[config.mk]
export PLATFORM = sky130hd
export DESIGN_NAME = afr_sequencer
export DESIGN_NICKNAME = d
export VERILOG_FILES = /design/src/hw/afr_pkg.sv /design/src/hw/afr_sequencer.sv
export SDC_FILE = /design/constraint.sdc
export NUM_CORES = 1
export LEC_CHECK = 0
export BUFFER_PORTS_ARGS = -buffer_cell sky130_fd_sc_hd__buf_2
export CORE_MARGIN = 3
export CORE_UTILIZATION = 45
export DETAILED_ROUTE_END_ITERATION = 10
export SLEW_MARGIN = 20
export SYNTH_ARGS = -nofsm -noshare
export SYNTH_HDL_FRONTEND = slang
export SYNTH_SLANG_ARGS = --single-unit
[constraint.sdc]
create_clock -name ref_clk_i -period 5.5 [get_ports ref_clk_i]
set_clock_uncertainty 0.15 [all_clocks]
set_input_delay 0.55 -clock ref_clk_i [delete_from_list [all_inputs] [get_ports ref_clk_i]]
set_output_delay 0.55 -clock ref_clk_i [all_outputs]
set_load 0.05 [all_outputs]
[src/hw/afr_pkg.sv]
// Constants and types of the amplifier fault and restart sequencer
package afr_pkg;

    // ****************************************
    // Timebase and restart timing
    // ****************************************
    localparam int unsigned CLK_HZ = 200_000_000;
    localparam int unsigned MS_PER_S = 1000;
    localparam int unsigned CYC_PER_MS = CLK_HZ / MS_PER_S;
    localparam int unsigned FAULT_INDICATOR_OUT_RELEASE_MS = 50;
    localparam int unsigned RESTART_MS = 100;
    localparam int unsigned OPERATE_MS = 150;
    localparam int unsigned MUTE_HOLD_MS = 150;
    localparam int unsigned LIMIT_TAU_MS = 10;
    localparam int unsigned MS_W = 16;

    // ****************************************
    // Register map
    // ****************************************
    localparam logic [3:0] ADDR_CTRL = 4'h0;
    localparam logic [3:0] ADDR_STATUS = 4'h4;
    localparam logic [3:0] ADDR_IRQ_STAT = 4'h8;
    localparam logic [3:0] ADDR_IRQ_MASK = 4'hC;
    localparam logic [31:0] BAD_ADDR_DATA = 32'hDEAD_BEEF;
    localparam logic [1:0] CTRL_RESET = 2'h0;
    localparam logic [4:0] MASK_RESET = 5'h00;

    // Event bits of status and mask
    localparam int unsigned EV_OC_SHUT = 0;
    localparam int unsigned EV_WINDOW = 1;
    localparam int unsigned EV_UNDERV = 2;
    localparam int unsigned EV_OVERV = 3;
    localparam int unsigned EV_UNBAL = 4;
    localparam int unsigned EV_N = 5;

    // Requested mode
    typedef enum logic [1:0] {
        MODE_STANDBY = 2'b00,
        MODE_MUTE = 2'b01,
        MODE_OPERATE = 2'b10
    } afr_mode_type;

    typedef enum logic [2:0] {
        ST_STANDBY = 3'b000,
        ST_WINDOW = 3'b001,
        ST_MUTE = 3'b010,
        ST_OPERATE = 3'b011,
        ST_OFF = 3'b100
    } afr_state_type;

endpackage

[src/hw/afr_sequencer.sv]
// Fault handling and restart sequencer with Avalon-MM register slave
`timescale 1ns/1ps

module afr_sequencer #(
    parameter int unsigned CYC_PER_MS = afr_pkg::CYC_PER_MS,
    parameter int unsigned LIMIT_TAU_MS = afr_pkg::LIMIT_TAU_MS
) (
    input wire logic ref_clk_i,
    input wire logic resetn_i,
    input wire logic [1:0] mode_req_i,
    input wire logic overcurrent_guard_i,
    input wire logic load_short_i,
    input wire logic window_fault_i,
    input wire logic undervoltage_guard_i,
    input wire logic overvoltage_guard_i,
    input wire logic supply_unbalance_guard_i,
    input wire logic [3:0] avs_address_i,
    input wire logic avs_read_i,
    input wire logic avs_write_i,
    input wire logic [31:0] avs_writedata_i,
    output logic [31:0] avs_readdata_o,
    output logic avs_waitrequest_o,
    output logic fault_indicator_out_o,
    output logic fault_indicator_oe_o,
    output logic stage_enable_o,
    output logic mute_o,
    output logic audio_enable_o,
    output logic irq_o
);

    // ****************************************
    // Input synchronisers
    // ****************************************
    localparam int unsigned NIN = 8;
    logic [NIN-1:0] in_raw;
    logic [NIN-1:0] sync1_r;
    logic [NIN-1:0] sync2_r;
    assign in_raw = {mode_req_i, overcurrent_guard_i, load_short_i,
        window_fault_i, undervoltage_guard_i, overvoltage_guard_i,
        supply_unbalance_guard_i};

    always_ff @(posedge ref_clk_i or negedge resetn_i) begin
        if (!resetn_i) begin
            sync1_r <= '0;
            sync2_r <= '0;
        end else begin
            sync1_r <= in_raw;
            sync2_r <= sync1_r;
        end
    end

    wire [1:0] mode_s = sync2_r[7:6];
    wire limit_s = sync2_r[5];
    wire short_s = sync2_r[4];
    wire win_s = sync2_r[3];
    wire uv_s = sync2_r[2];
    wire ov_s = sync2_r[1];
    wire ub_s = sync2_r[0];

    // ****************************************
    // Millisecond timebase
    // ****************************************
    logic [31:0] cyc_r;
    logic [afr_pkg::MS_W-1:0] ms_r;
    logic [afr_pkg::MS_W-1:0] lim_ms_r;
    logic [31:0] lim_cyc_r;
    wire ms_tick = (cyc_r == CYC_PER_MS - 1);

    // ****************************************
    // Sequencer state
    // ****************************************
    afr_pkg::afr_state_type st_r;
    afr_pkg::afr_state_type st_nxt;
    logic fault_indicator_out_low_r;
    logic fault_indicator_out_low_nxt;
    logic shorted_r;
    logic shorted_nxt;
    logic uv_seen_r;
    logic uv_seen_nxt;
    logic ms_clr;

    wire standby_req = (mode_s == afr_pkg::MODE_STANDBY);
    wire oper_req = (mode_s == afr_pkg::MODE_OPERATE);
    // Escalation from limiting after tau
    wire oc_trip = limit_s && (lim_ms_r >= LIMIT_TAU_MS[afr_pkg::MS_W-1:0]);
    wire blocking = uv_s || ub_s;
    wire active = (st_r == afr_pkg::ST_MUTE) || (st_r == afr_pkg::ST_OPERATE);
    wire ev_oc = active && oc_trip;
    wire ev_uv = active && uv_s;
    wire ev_ub = active && ub_s;
    wire [31:0] ms_restart = afr_pkg::RESTART_MS;
    wire [31:0] ms_fault_indicator_out = afr_pkg::FAULT_INDICATOR_OUT_RELEASE_MS;
    wire [31:0] ms_oper = afr_pkg::OPERATE_MS;
    wire [31:0] ms_mute = afr_pkg::MUTE_HOLD_MS;
    logic [afr_pkg::MS_W-1:0] since_off_r;
    wire restart_due = (since_off_r != '1) && (since_off_r >= ms_oper);

    always_comb begin
        st_nxt = st_r;
        fault_indicator_out_low_nxt = fault_indicator_out_low_r;
        shorted_nxt = shorted_r;
        uv_seen_nxt = uv_seen_r;
        ms_clr = 1'b0;
        case (st_r)
            afr_pkg::ST_STANDBY: begin
                fault_indicator_out_low_nxt = 1'b0;
                if (!standby_req) begin
                    st_nxt = afr_pkg::ST_WINDOW;
                    ms_clr = 1'b1;
                end
            end
            afr_pkg::ST_WINDOW: begin
                // Stages stay off until check passes
                // Window fault at start and restart
                if (standby_req) begin
                    st_nxt = afr_pkg::ST_STANDBY;
                end else if (!win_s && !blocking) begin
                    st_nxt = afr_pkg::ST_MUTE;
                    fault_indicator_out_low_nxt = 1'b0;
                    ms_clr = 1'b1;
                end else if (win_s) begin
                    fault_indicator_out_low_nxt = shorted_r;
                end
            end
            afr_pkg::ST_MUTE, afr_pkg::ST_OPERATE: begin
                if (standby_req) begin
                    st_nxt = afr_pkg::ST_STANDBY;
                end else if (ev_oc || uv_s || ub_s) begin
                    st_nxt = afr_pkg::ST_OFF;
                    fault_indicator_out_low_nxt = ev_oc;
                    shorted_nxt = ev_oc && !short_s;
                    uv_seen_nxt = uv_s;
                    ms_clr = 1'b1;
                end else if (st_r == afr_pkg::ST_MUTE && oper_req &&
                        (ms_r >= ms_mute || restart_due)) begin
                    st_nxt = afr_pkg::ST_OPERATE;
                end else if (st_r == afr_pkg::ST_OPERATE && !oper_req) begin
                    st_nxt = afr_pkg::ST_MUTE;
                end
            end
            afr_pkg::ST_OFF: begin
                if (blocking) begin
                    // Restart waits for all blocking faults
                    ms_clr = 1'b1;
                    uv_seen_nxt = uv_seen_r || uv_s;
                end else begin
                    if (ms_r >= ms_fault_indicator_out && !shorted_r) begin
                        fault_indicator_out_low_nxt = 1'b0;
                    end
                    // Back to window check at 100 ms
                    if (ms_r >= ms_restart) begin
                        st_nxt = afr_pkg::ST_WINDOW;
                        uv_seen_nxt = 1'b0;
                    end
                end
            end
            default: begin
                st_nxt = afr_pkg::ST_STANDBY;
            end
        endcase
    end

    always_ff @(posedge ref_clk_i or negedge resetn_i) begin
        if (!resetn_i) begin
            st_r <= afr_pkg::ST_STANDBY;
            fault_indicator_out_low_r <= 1'b0;
            shorted_r <= 1'b0;
            uv_seen_r <= 1'b0;
            cyc_r <= '0;
            ms_r <= '0;
        end else begin
            st_r <= st_nxt;
            fault_indicator_out_low_r <= fault_indicator_out_low_nxt;
            shorted_r <= (st_nxt == afr_pkg::ST_OPERATE) ? 1'b0 : shorted_nxt;
            uv_seen_r <= uv_seen_nxt;
            // Single ms counter, cleared at shutdown
            if (ms_clr) begin
                cyc_r <= '0;
                ms_r <= '0;
            end else if (ov_s) begin
                cyc_r <= cyc_r;
            end else if (ms_tick) begin
                cyc_r <= '0;
                if (ms_r != '1) begin
                    ms_r <= ms_r + 1'b1;
                end
            end else begin
                cyc_r <= cyc_r + 1;
            end
        end
    end

    // Limiting duration counter
    always_ff @(posedge ref_clk_i or negedge resetn_i) begin
        if (!resetn_i) begin
            lim_cyc_r <= '0;
            lim_ms_r <= '0;
        end else if (!limit_s || !active) begin
            // Restart tau for each limiting episode
            lim_cyc_r <= '0;
            lim_ms_r <= '0;
        end else if (lim_cyc_r == CYC_PER_MS - 1) begin
            lim_cyc_r <= '0;
            if (lim_ms_r != '1) begin
                lim_ms_r <= lim_ms_r + 1'b1;
            end
        end else begin
            lim_cyc_r <= lim_cyc_r + 1;
        end
    end

    // Mute to operate after restart at 150 ms total
    always_ff @(posedge ref_clk_i or negedge resetn_i) begin
        if (!resetn_i) begin
            since_off_r <= '1;
        end else if (ms_clr && st_nxt == afr_pkg::ST_OFF) begin
            since_off_r <= '0;
        end else if (st_r == afr_pkg::ST_STANDBY) begin
            since_off_r <= '1;
        end else if (ms_tick && !ov_s && since_off_r != '1) begin
            since_off_r <= since_off_r + 1'b1;
        end
    end

    // ****************************************
    // Output stage control
    // ****************************************
    // Overvoltage gates stages without restart timer
    // Mute switches at 50 %, standby off
    wire in_mute = (st_r == afr_pkg::ST_MUTE);
    wire in_oper = (st_r == afr_pkg::ST_OPERATE);
    wire stage_nxt = (in_mute || in_oper) && !ov_s;
    always_ff @(posedge ref_clk_i or negedge resetn_i) begin
        if (!resetn_i) begin
            stage_enable_o <= 1'b0;
            mute_o <= 1'b1;
            audio_enable_o <= 1'b0;
            fault_indicator_out_o <= 1'b0;
            fault_indicator_oe_o <= 1'b0;
        end else begin
            stage_enable_o <= stage_nxt;
            mute_o <= !in_oper;
            audio_enable_o <= in_oper && !ov_s;
            // Open drain: only ever pulls low
            fault_indicator_out_o <= 1'b0;
            fault_indicator_oe_o <= fault_indicator_out_low_nxt;
        end
    end

    // ****************************************
    // Register slave
    // ****************************************
    // Control: two spare bits, stored only, no effect on sequencing
    logic [1:0] ctrl_r;
    logic [afr_pkg::EV_N-1:0] ist_r;
    logic [afr_pkg::EV_N-1:0] imask_r;
    logic ack_r;
    wire req = (avs_read_i || avs_write_i) && !ack_r;
    wire [afr_pkg::EV_N-1:0] ev = {ev_ub, ov_s && active, ev_uv,
        win_s && st_r == afr_pkg::ST_WINDOW, ev_oc};
    wire wr = ack_r && avs_write_i;
    wire [afr_pkg::EV_N-1:0] w1c = (wr && avs_address_i ==
        afr_pkg::ADDR_IRQ_STAT) ? avs_writedata_i[afr_pkg::EV_N-1:0] : '0;
    wire [31:0] status_word = {23'h0, since_off_r >= ms_oper, uv_seen_r,
        shorted_r, fault_indicator_out_low_r, st_r, mode_s};
    logic [31:0] rd_mux;
    always_comb begin
        case (avs_address_i)
            afr_pkg::ADDR_CTRL: rd_mux = {30'h0, ctrl_r};
            afr_pkg::ADDR_STATUS: rd_mux = status_word;
            afr_pkg::ADDR_IRQ_STAT: rd_mux = {27'h0, ist_r};
            afr_pkg::ADDR_IRQ_MASK: rd_mux = {27'h0, imask_r};
            default: rd_mux = afr_pkg::BAD_ADDR_DATA;
        endcase
    end

    always_ff @(posedge ref_clk_i or negedge resetn_i) begin
        if (!resetn_i) begin
            ctrl_r <= afr_pkg::CTRL_RESET;
            imask_r <= afr_pkg::MASK_RESET;
            ist_r <= '0;
            ack_r <= 1'b0;
            avs_readdata_o <= '0;
            irq_o <= 1'b0;
        end else begin
            ack_r <= req;
            if (req) begin
                avs_readdata_o <= rd_mux;
            end
            if (wr && avs_address_i == afr_pkg::ADDR_CTRL) begin
                ctrl_r <= avs_writedata_i[1:0];
            end
            if (wr && avs_address_i == afr_pkg::ADDR_IRQ_MASK) begin
                imask_r <= avs_writedata_i[afr_pkg::EV_N-1:0];
            end
            // Set wins over clear
            ist_r <= (ist_r & ~w1c) | ev;
            irq_o <= |(((ist_r & ~w1c) | ev) & imask_r);
        end
    end

    always_ff @(posedge ref_clk_i or negedge resetn_i) begin
        if (!resetn_i) begin
            avs_waitrequest_o <= 1'b1;
        end else begin
            avs_waitrequest_o <= !req;
        end
    end

endmodule

-- Word level (Yosys, flattened, before mapping)
Index checks and enable logic that the tools add are counted.
- eq/ne operators: 24
- magnitude comparators: 5
- bitwise operators: 4
- reduce and logical (&&, ||, !) cells: 61
- muxes and demuxes: 51
- $add $sub $neg: 5
- operators by type and width (kind ; count):
    $mux 16 ; 10
    $mux 32 ; 5
    $pmux 32 s4 ; 1
    $add 32x1->32 const B ; 2
    $eq 32x18->1 const B ; 2
    $add 16x1->16 const B ; 3
    $ne 16x16->1 const B ; 3
    $ge 16x8->1 const B ; 2
    $mux 3 ; 9
    $logic_and 1x1->1 ; 23
    $mux 1 ; 21
    $ge 16x4->1 const B ; 1
    $ge 16x6->1 const B ; 1
    $ge 16x7->1 const B ; 1
    $reduce_bool 2->1 ; 7
    $pmux 3 s4 ; 1
    $logic_not 1->1 ; 11
    $and 5x5->5 ; 2
    $ne 2x2->1 const B ; 5
    $eq 3x2->1 const B ; 3
    $eq 4x4->1 const B ; 2
    $logic_or 1x1->1 ; 8
    $pmux 1 s4 ; 2
    $reduce_and 7->1 ; 1
    20 further kinds ; 24
- register bits: 184
- logic and storage cells: 171
- output and inout bits: 39

-- Depth between registers and ports, before layout
Gate-level depths: netlist of the first run.
- depth in word-level cells: 11
- depth in mapped cells: 10
- depth with buffers taken out: 8

-- Least setup slack after synthesis of the first run
Ideal clock, no wire load.
- kind: register -> register
- start: register since_off_r[7] (netlist bit)
- end: register since_off_r[10] (netlist bit)
- period minus slack after synthesis: 2.219 ns
- stages on the path, launching flop included: 9
- setup slack: 3.281 ns
- setup time: 0.094 ns
- arrival: 1.975 ns
- data required time: 5.256 ns
- cell sequence: dfstp_2 > and4_4 > nand4_4 > or4_1 > buf_2 > buf_6 > nand4_1 > xor2_1 > a21oi_1
- word-level cells in the longest chain between the ends: 11
- RTL lines (element ; RTL line ; source):
    start, declared ; afr_sequencer.sv:95 ; logic [afr_pkg::MS_W-1:0] since_off_r;
    start signal, assigned ; afr_sequencer.sv:221 ; since_off_r <= since_off_r + 1'b1;
    $ge 16x8->1 / $ne 16x16->1 (equally long branches) ; afr_sequencer.sv:96, afr_sequencer.sv:220 ;
    $logic_and 1x1->1 ; afr_sequencer.sv:96 ; wire restart_due = (since_off_r != '1) && (since_off_r >= ms_oper);
    $logic_or 1x1->1 ; afr_sequencer.sv:135 ; (ms_r >= ms_mute || restart_due)) begin
    $logic_and 1x1->1 ; afr_sequencer.sv:134 ; end else if (st_r == afr_pkg::ST_MUTE && oper_req &&
    $mux 3 ; afr_sequencer.sv:134 ;
    $mux 3 ; afr_sequencer.sv:128 ; end else if (ev_oc || uv_s || ub_s) begin
    $mux 3 ; afr_sequencer.sv:126 ; if (standby_req) begin
    $pmux 3 s4 ; afr_sequencer.sv:104 ; case (st_r)
    $eq 3x3->1 ; afr_sequencer.sv:216 ; end else if (ms_clr && st_nxt == afr_pkg::ST_OFF) begin
    $logic_and 1x1->1 ; afr_sequencer.sv:216 ;
    $reduce_bool 3->1 (no line) / $mux 16 (equally long branches) ; - ;
Parallel ways exist; a longest one is shown, timed or not. The select of a mux whose other input is x is not followed.
A chain may end at the register's enable or synchronous reset.

-- Worst setup path in the final report of the first run
- start: register st_r[1]
- end: register cyc_r[12]
- word-level cells in the longest chain between the ends: 9
- RTL lines (element ; RTL line ; source):
    start, declared ; afr_sequencer.sv:72 ; afr_pkg::afr_state_type st_r;
    start signal, assigned ; afr_sequencer.sv:165 ; st_r <= afr_pkg::ST_STANDBY;
    start signal, assigned ; afr_sequencer.sv:172 ; st_r <= st_nxt;
    $eq 3x2->1 ; afr_sequencer.sv:87, afr_sequencer.sv:104 ;
    $logic_or 1x1->1 ; afr_sequencer.sv:87 ; wire active = (st_r == afr_pkg::ST_MUTE) || (st_r == afr_pkg::ST_OPERATE);
    $logic_and 1x1->1 ; afr_sequencer.sv:88 ; wire ev_oc = active && oc_trip;
    $logic_or 1x1->1 (2 in a row) ; afr_sequencer.sv:128 ;
    $mux 1 ; afr_sequencer.sv:128 ;
    $mux 1 ; afr_sequencer.sv:126 ;
    $pmux 1 s4 * ; afr_sequencer.sv:104 ;
    $ne 2x1->1 (no line) / $mux 32 (equally long branches) ; - ;
    end signal, assigned ; afr_sequencer.sv:181 ; cyc_r <= cyc_r;
    end signal, assigned ; afr_sequencer.sv:188 ; cyc_r <= cyc_r + 1;
    end, declared ; afr_sequencer.sv:63 ; logic [31:0] cyc_r;
Mark *: on every way between the ends. The rest lies on a longest branch, timed or not.

==> results by group, run 1 <==
Logic synthesis
  • Dominant cell type by area after synthesis: dfrtp_1
  • Seq/Total Area, Yosys: 0.490
  • Most frequent cell after synthesis: dfrtp_1
  • Synth area leaders: dfrtp_1 (43%), xor2_1 (8.1%), dfstp_2 (5.7%)
  • Post-Syn Area: 0.00833 mm²
  • Ys flop type: dfrtp_1
  • Cells after Synth: 853
  • EDFF count, synth: 0
  • Post-synth cell types: 69
  • Top cell type's share of synthesized area: 0.433
  • Syn_area_per_cell: 9.76 µm²
  • Async S/R FF share, synth: 1.00
  • YS warnings: 0
  • Commonest cells in the netlist: dfrtp_1 (144), nor2_1 (113), xor2_1 (77), nand2_1 (67), nand3_1 (47)
  • Register bit total from synthesis: 162

Placed design
  • Placed inst area: 0.00861 mm²
  • Post-DP HPWL: 11.4 mm
  • GPL Wtd Cong: 0.789
  • Pre-CTS worst setup slack: 2.30 ns
  • Port Buffers: 52
  • Placed cells: 1087

Clock network
  • TritonCTS clock tree: yes
  • Postcts setup bufs: 0
  • Post-cts resize count: 0
  • CTS Buffer Depth: 2
  • Worst-path clk slew: 0.06 ns
  • Post-CTS Hold Fix Bufs: 1
  • Total CTS buffers: 17
  • Worst-Skew Late Latency: 0.42 ns
  • CTS H-tree lvls: 4
  • Root Driver: clkbuf_16
  • Clock Sinks: 162

Hold path
  • Type of the worst min-delay path: input pin to register
  • Hold_sp: load_short_i
  • Worst min-delay path endpoint: sync1_r[4]
  • WHS Path Cells: 1

Cells and area
  • Share of cells above drive strength 1: 0.154
  • Number of inserted diodes: 0
  • Layout Nets: 934
  • FILL cells: 1626
  • Design Area, Final: 0.00929 mm²
  • Synthesis-to-layout area growth: 11.6%
  • Cell Count, Final, Fillers Out: 1120

Setup path
  • R2R setup slack: 2.31 ns
  • CP max stage cell: nand2b_1
  • Critical path cell sequence: and2b_1 -> o21ai_2 -> a221oi_4 -> buf_4 -> nor2b_1 -> nand2b_1 -> nor2_1
  • Required @ worst endpoint: 5.61 ns
  • Setup CP Type: register to register
  • Max incr delay on CP: 0.78 ns
  • Worst R2R End: cyc_r[12]
  • Worst R2R Path Depth: 7
  • Worst EP arrival: 3.30 ns
  • Crit Reg-Reg Startpoint: st_r[1]
  • Worst Setup End Kind: register
  • Crit start category: register
  • Critical Path Fanout Max: 43

Power
  • Power Dens Cells: 344 mW/mm²
  • Peak supply drop: 0.189 mV
  • Psw: 0.920 mW
  • Net switching fraction of the power: 0.288
  • P_leak: 4.02 nW
  • P_int: 2.28 mW
  • Logic pwr share: 0.158
  • Clock network power share: 0.420
  • Flop pwr share: 0.422

STA
  • Final count of hold timing violations: 0
  • Unrepaired setup endpoints after global routing: false
  • Final Cycle Share: 0.580
  • Minimum clock period after layout: 3.19 ns
  • Fmax: 314 MHz
  • Rel. slew slack: 0.290
  • Setup TNS: 0 ns
  • Final setup fails: 0
  • Worst Max-Slew Pin Slew: 1.06 ns
  • Slew Limit Fails: 0
  • Final setup margin: 2.31 ns
  • WHS: 0.0807 ns

Detailed routing
  • Routed len/inst: 15.5 µm
  • Number of DRC markers in iteration 0: 397
  • Drt first pass iters: 5
  • Total number of vias: 6175
  • Post-DR vias/cell: 5.51
  • # DRC: 0
  • Remaining antenna violation count: 0
  • Drt total wl: 17.4 mm

Floorplanning
  • Core Rows: 49
  • Die Y: 142 µm
  • Die area: 0.0202 mm²
  • Core area: 0.0181 mm²
  • Starting Density: 0.460
  • I/O Pins: 87
  • Die width: 142 µm

Global routing
  • GRT overflow: 0
  • Largest net degree at the start of global routing: 71
  • GR Util All Layers: 0.182
  • First-pass GRT wire length: 30.1 mm
  • Vias in the first global route: 6035
  • Initial antenna violation count: 0

Run
  • Max Cap Viol: 0

Status
  • Status: finished clean
[per-stage QoR]
| stage | util | power (mW) |
|---|---|---|
| detailed placement | 0.476 | 1.88 |
| finish | 0.514 | 3.20 |
| floorplan | - | 1.79 |
| CTS | 0.513 | 3.23 |
| global placement | 0.476 | 1.87 |
| global route | 0.514 | 3.34 |
[how the worst max path moves through the flow]
stage / startpoint / endpoint / slack, ns / cells past startpoint
3_3_place_gp: st_r[1] / cyc_r[24] / 2.34 / 7
4_1_cts: st_r[1] / cyc_r[17] / 2.30 / 7
5_1_grt: st_r[1] / cyc_r[11] / 2.03 / 7
2_1_floorplan: since_off_r[7] / since_off_r[10] / 3.28 / 8
3_5_place_dp: st_r[1] / cyc_r[7] / 2.30 / 7
6_report: st_r[1] / cyc_r[12] / 2.31 / 7
[critical path, delay by kind of cell (launching register included)]
kind / cells / cell delay (ns)
AOI/OAI and AO/OA: 2 / 0.42
and+or+nand+nor: 4 / 1.38
DFF: 1 / 0.61
buffers and inverters: 1 / 0.46
[sequential cells by signal (all words and copies together), names as in the netlist]
signal	cells
ack_r	1
audio_enable_o	1
avs_readdata_o	10
avs_waitrequest_o	1
ctrl_r	2
cyc_r	32
fault_indicator_oe_o	1
imask_r	5
irq_o	1
ist_r	5
lim_cyc_r	32
lim_ms_r	16
ms_r	16
mute_o	1
shorted_r	1
since_off_r	16
st_r	3
stage_enable_o	1
sync1_r	8
sync2_r	8
uv_seen_r	1
[placed cells by master, fill, tap and decap left out, types with 16 or more instances in the layout]
cell type / instances
and3_1: 30
xor2_1: 77
dfstp_2: 18
or3_1: 16
a21oi_1: 34
o21ai_0: 38
dfrtp_1: 144
nor4_1: 17
nand3_1: 47
clkbuf_16: 17
buf_2: 51
nand2_1: 67
nand4_1: 25
nor2_1: 113
[power groups by stage]
stage	Clock [mW]	Sequential, mW	Combinational [mW]
floorplan	0	1.41	0.378
global placement	0	1.37	0.505
detailed placement	0	1.37	0.508
CTS	1.37	1.35	0.510
global route	1.43	1.36	0.555
finish	1.34	1.35	0.505
[area by class of cell]
| type | instances | area, µm² | share of cell area |
|---|---|---|---|
| clock buffers | 19 | 433 | 0.0466 |
| well taps | 229 | 287 | 0.0308 |
| inverters | 12 | 45.0 | 0.00485 |
| flip-flops and latches | 162 | 4080 | 0.439 |
| repair buffers | 59 | 322 | 0.0346 |
| clock inverters | 13 | 233 | 0.0250 |
| multi-input cells | 626 | 3900 | 0.419 |
[kinds of logic after synthesis]
logic type                 count (synthesis)  share of synthesized area
and+or+nand+nor                          376                      0.233
DFF                                      162                      0.490
other                                      1                   0.000450
muxes                                     16                     0.0240
buffers and inverters                     71                     0.0458
adders and majority gates                  8                     0.0120
AOI/OAI and AO/OA                        133                      0.105
xor gates and xnor gates                  86                     0.0905
[layer usage]
metal,share of wire,vias up,track usage
li1,-,3044,-
met1,0.49,3023,0.254
met2,0.48,104,0.289
met3,0.031,4,0.0380
met4,0.0056,0,0.0515
met5,0,-,0
(Power assumes the default switching activity.)
==> inputs of run 2 (changes only) <==
PLACE_DENSITY = 0.66   (was unset)
clock period = 2.8 ns   (was 5.5 ns; I/O delays follow)
==> run 2 against run 1 <==
  * Final cell count increased by 2.9%
  * Fmax increased by 25%
  * Non-clock buffer count increased by 35
  * Sequential power increased by 96%
  * Utilization increased by 1.2 points
  * Routed wire length decreased by 2.8%
  * Clock-buffer cell count increased by 4
  * Clock power increased by 66%
  * Power increased by 85%
  * Combinational power increased by 110%
  * First-iteration DRC count increased by 2.8%
  * Largest cell class unchanged
  * Largest power group unchanged
  * Highest routed layer unchanged
==> results by group, run 2 (same netlist as run 1, synthesis figures left out) <==
Clock network
  • Worst-Skew Late Latency: 0.43 ns
  • CTS H-tree lvls: 4
  • Root Driver: clkbuf_16
  • TritonCTS clock tree: yes
  • CTS Buffer Depth: 2
  • Total CTS buffers: 17
  • Worst-path clk slew: 0.06 ns
  • Clock Sinks: 162
  • Post-cts resize count: 0

STA
  • Unrepaired setup endpoints after global routing: false
  • Setup TNS: 0 ns
  • Final Cycle Share: 0.907
  • Final count of hold timing violations: 0
  • Final setup fails: 0
  • Minimum clock period after layout: 2.54 ns
  • WHS: 0.0565 ns
  • Slew Limit Fails: 0
  • Worst Max-Slew Pin Slew: 0.829 ns
  • Final setup margin: 0.259 ns
  • Fmax: 394 MHz
  • Rel. slew slack: 0.445

Setup path
  • Cell family with most CP delay: simple AND/OR/NAND/NOR gates
  • Critical path cell sequence: ha_1 -> nand4_1 -> or2_1 -> nor3_1 -> o211ai_1 -> or3_1 -> a21oi_1
  • Critical Path Fanout Max: 13
  • Worst Path Buf+Inv: 0
  • Worst EP arrival: 2.74 ns
  • Worst R2R End: lim_ms_r[9]
  • CP max stage cell: or3_1
  • Crit start category: register
  • Crit Reg-Reg Startpoint: lim_cyc_r[0]
  • Required @ worst endpoint: 3.00 ns
  • Worst R2R Path Depth: 7
  • Setup CP Type: register to register
  • R2R setup slack: 0.26 ns
  • Max incr delay on CP: 0.46 ns
  • Worst Setup End Kind: register

Power
  • Peak supply drop: 0.476 mV
  • P_leak: 4.14 nW
  • Power Dens Cells: 622 mW/mm²

Floorplanning
  • Die area: 0.0202 mm²
  • Die Y: 142 µm
  • Core area: 0.0181 mm²
  • Starting Density: 0.460
  • I/O Pins: 87
  • Core Rows: 49
  • Die width: 142 µm

Detailed routing
  • Post-DR vias/cell: 5.41
  • Drt first pass iters: 5
  • Total number of vias: 6235
  • Number of DRC markers in iteration 0: 408
  • # DRC: 0
  • Routed len/inst: 14.6 µm
  • Drt total wl: 16.9 mm
  • Remaining antenna violation count: 0

Hold path
  • WHS Path Cells: 3
  • Type of the worst min-delay path: input pin to register
  • Hold_sp: avs_read_i
  • Worst min-delay path endpoint: avs_waitrequest_o

Cells and area
  • Layout Nets: 969
  • FILL cells: 1627
  • Largest regs: cyc_r: 32 flops, lim_cyc_r: 32 flops
  • Commonest non-fill, non-tap cell in the layout: dfrtp_1
  • Number of inserted diodes: 0
  • Synthesis-to-layout area growth: 14.2%
  • Most frequent cells in the layout: dfrtp_1 (144), nor2_1 (113), xor2_1 (77)
  • Share of cells above drive strength 1: 0.168

Global routing
  • GR Util All Layers: 0.176
  • Vias in the first global route: 5990
  • Initial antenna violation count: 0
  • First-pass GRT wire length: 29.2 mm
  • GRT overflow: 0
  • Largest net degree at the start of global routing: 63

Status
  • Status: finished clean

Placed design
  • Pre-CTS worst setup slack: 0.245 ns
  • Port Buffers: 52
  • Post-DP HPWL: 11.5 mm
  • GPL Wtd Cong: 0.810

Run
  • Max Cap Viol: 0
run 2: cell count changes in the layout (fill, tap and decap cells not counted), sizes merged:
cell	change
buf	+20
dlygate4sd3	+15
clkinv	-1
clkinvlp	+1
inv	-1
bufinv	-5
clkbuf	+4
run 2: how the worst max path moves through the flow:
stage,start,to,slack [ns],cells past startpoint
finish,lim_cyc_r[0],lim_ms_r[9],0.26,7
global route,lim_cyc_r[0],lim_ms_r[9],0.003,7
CTS,lim_cyc_r[0],lim_ms_r[9],0.21,7
detailed placement,lim_cyc_r[0],lim_ms_r[9],0.24,7
global placement,lim_ms_r[0],cyc_r[25],0.30,10
floorplan,since_off_r[7],since_off_r[11],0.58,8
run 2: what timing repair did:
item                                   4_1_cts  5_1_grt
endpoints found under the hold margin       57        0
hold buffers                                16        0
setup buffers                                0        0
run 2: layout make-up:
class,count,area (µm²),area share
flip-flops and latches,162,4080,0.429
multi-input cells,626,3890,0.409
repair buffers,94,647,0.0680
clock buffers,23,488,0.0513
well taps,229,287,0.0301
clock inverters,7,77.6,0.00816
inverters,12,45.0,0.00474
run 2: metal layers:
layer,GRT usage,vias up,share of wire
li1,-,3108,-
met4,0.0535,0,0.012
met1,0.246,3002,0.49
met2,0.274,109,0.46
met3,0.0386,16,0.037
met5,0,-,0
run 2: stage by stage:
step	instance area [µm²]	instances	total power, mW	utilization
floorplan	8350	859	3.51	-
global placement	8780	1107	3.72	0.486
detailed placement	8780	1107	3.73	0.486
CTS	9510	1153	5.98	0.526
finish	9510	1153	5.91	0.526
global route	9510	1153	6.20	0.526
run 2: report_power, final:
part	internal [mW]	switching, mW	leakage, nW
clock	1.31	0.906	0.264
sequential	2.51	0.131	2.11
combinational	0.342	0.713	1.77
total	4.16	1.75	4.14
run 2: worst register-to-register path, stage by stage (launching register included):
cell and delay [ns]:
dfrtp_1 0.38, ha_1 0.22, nand4_1 0.17, or2_1 0.29, nor3_1 0.28, o211ai_1 0.36
or3_1 0.46, a21oi_1 0.15
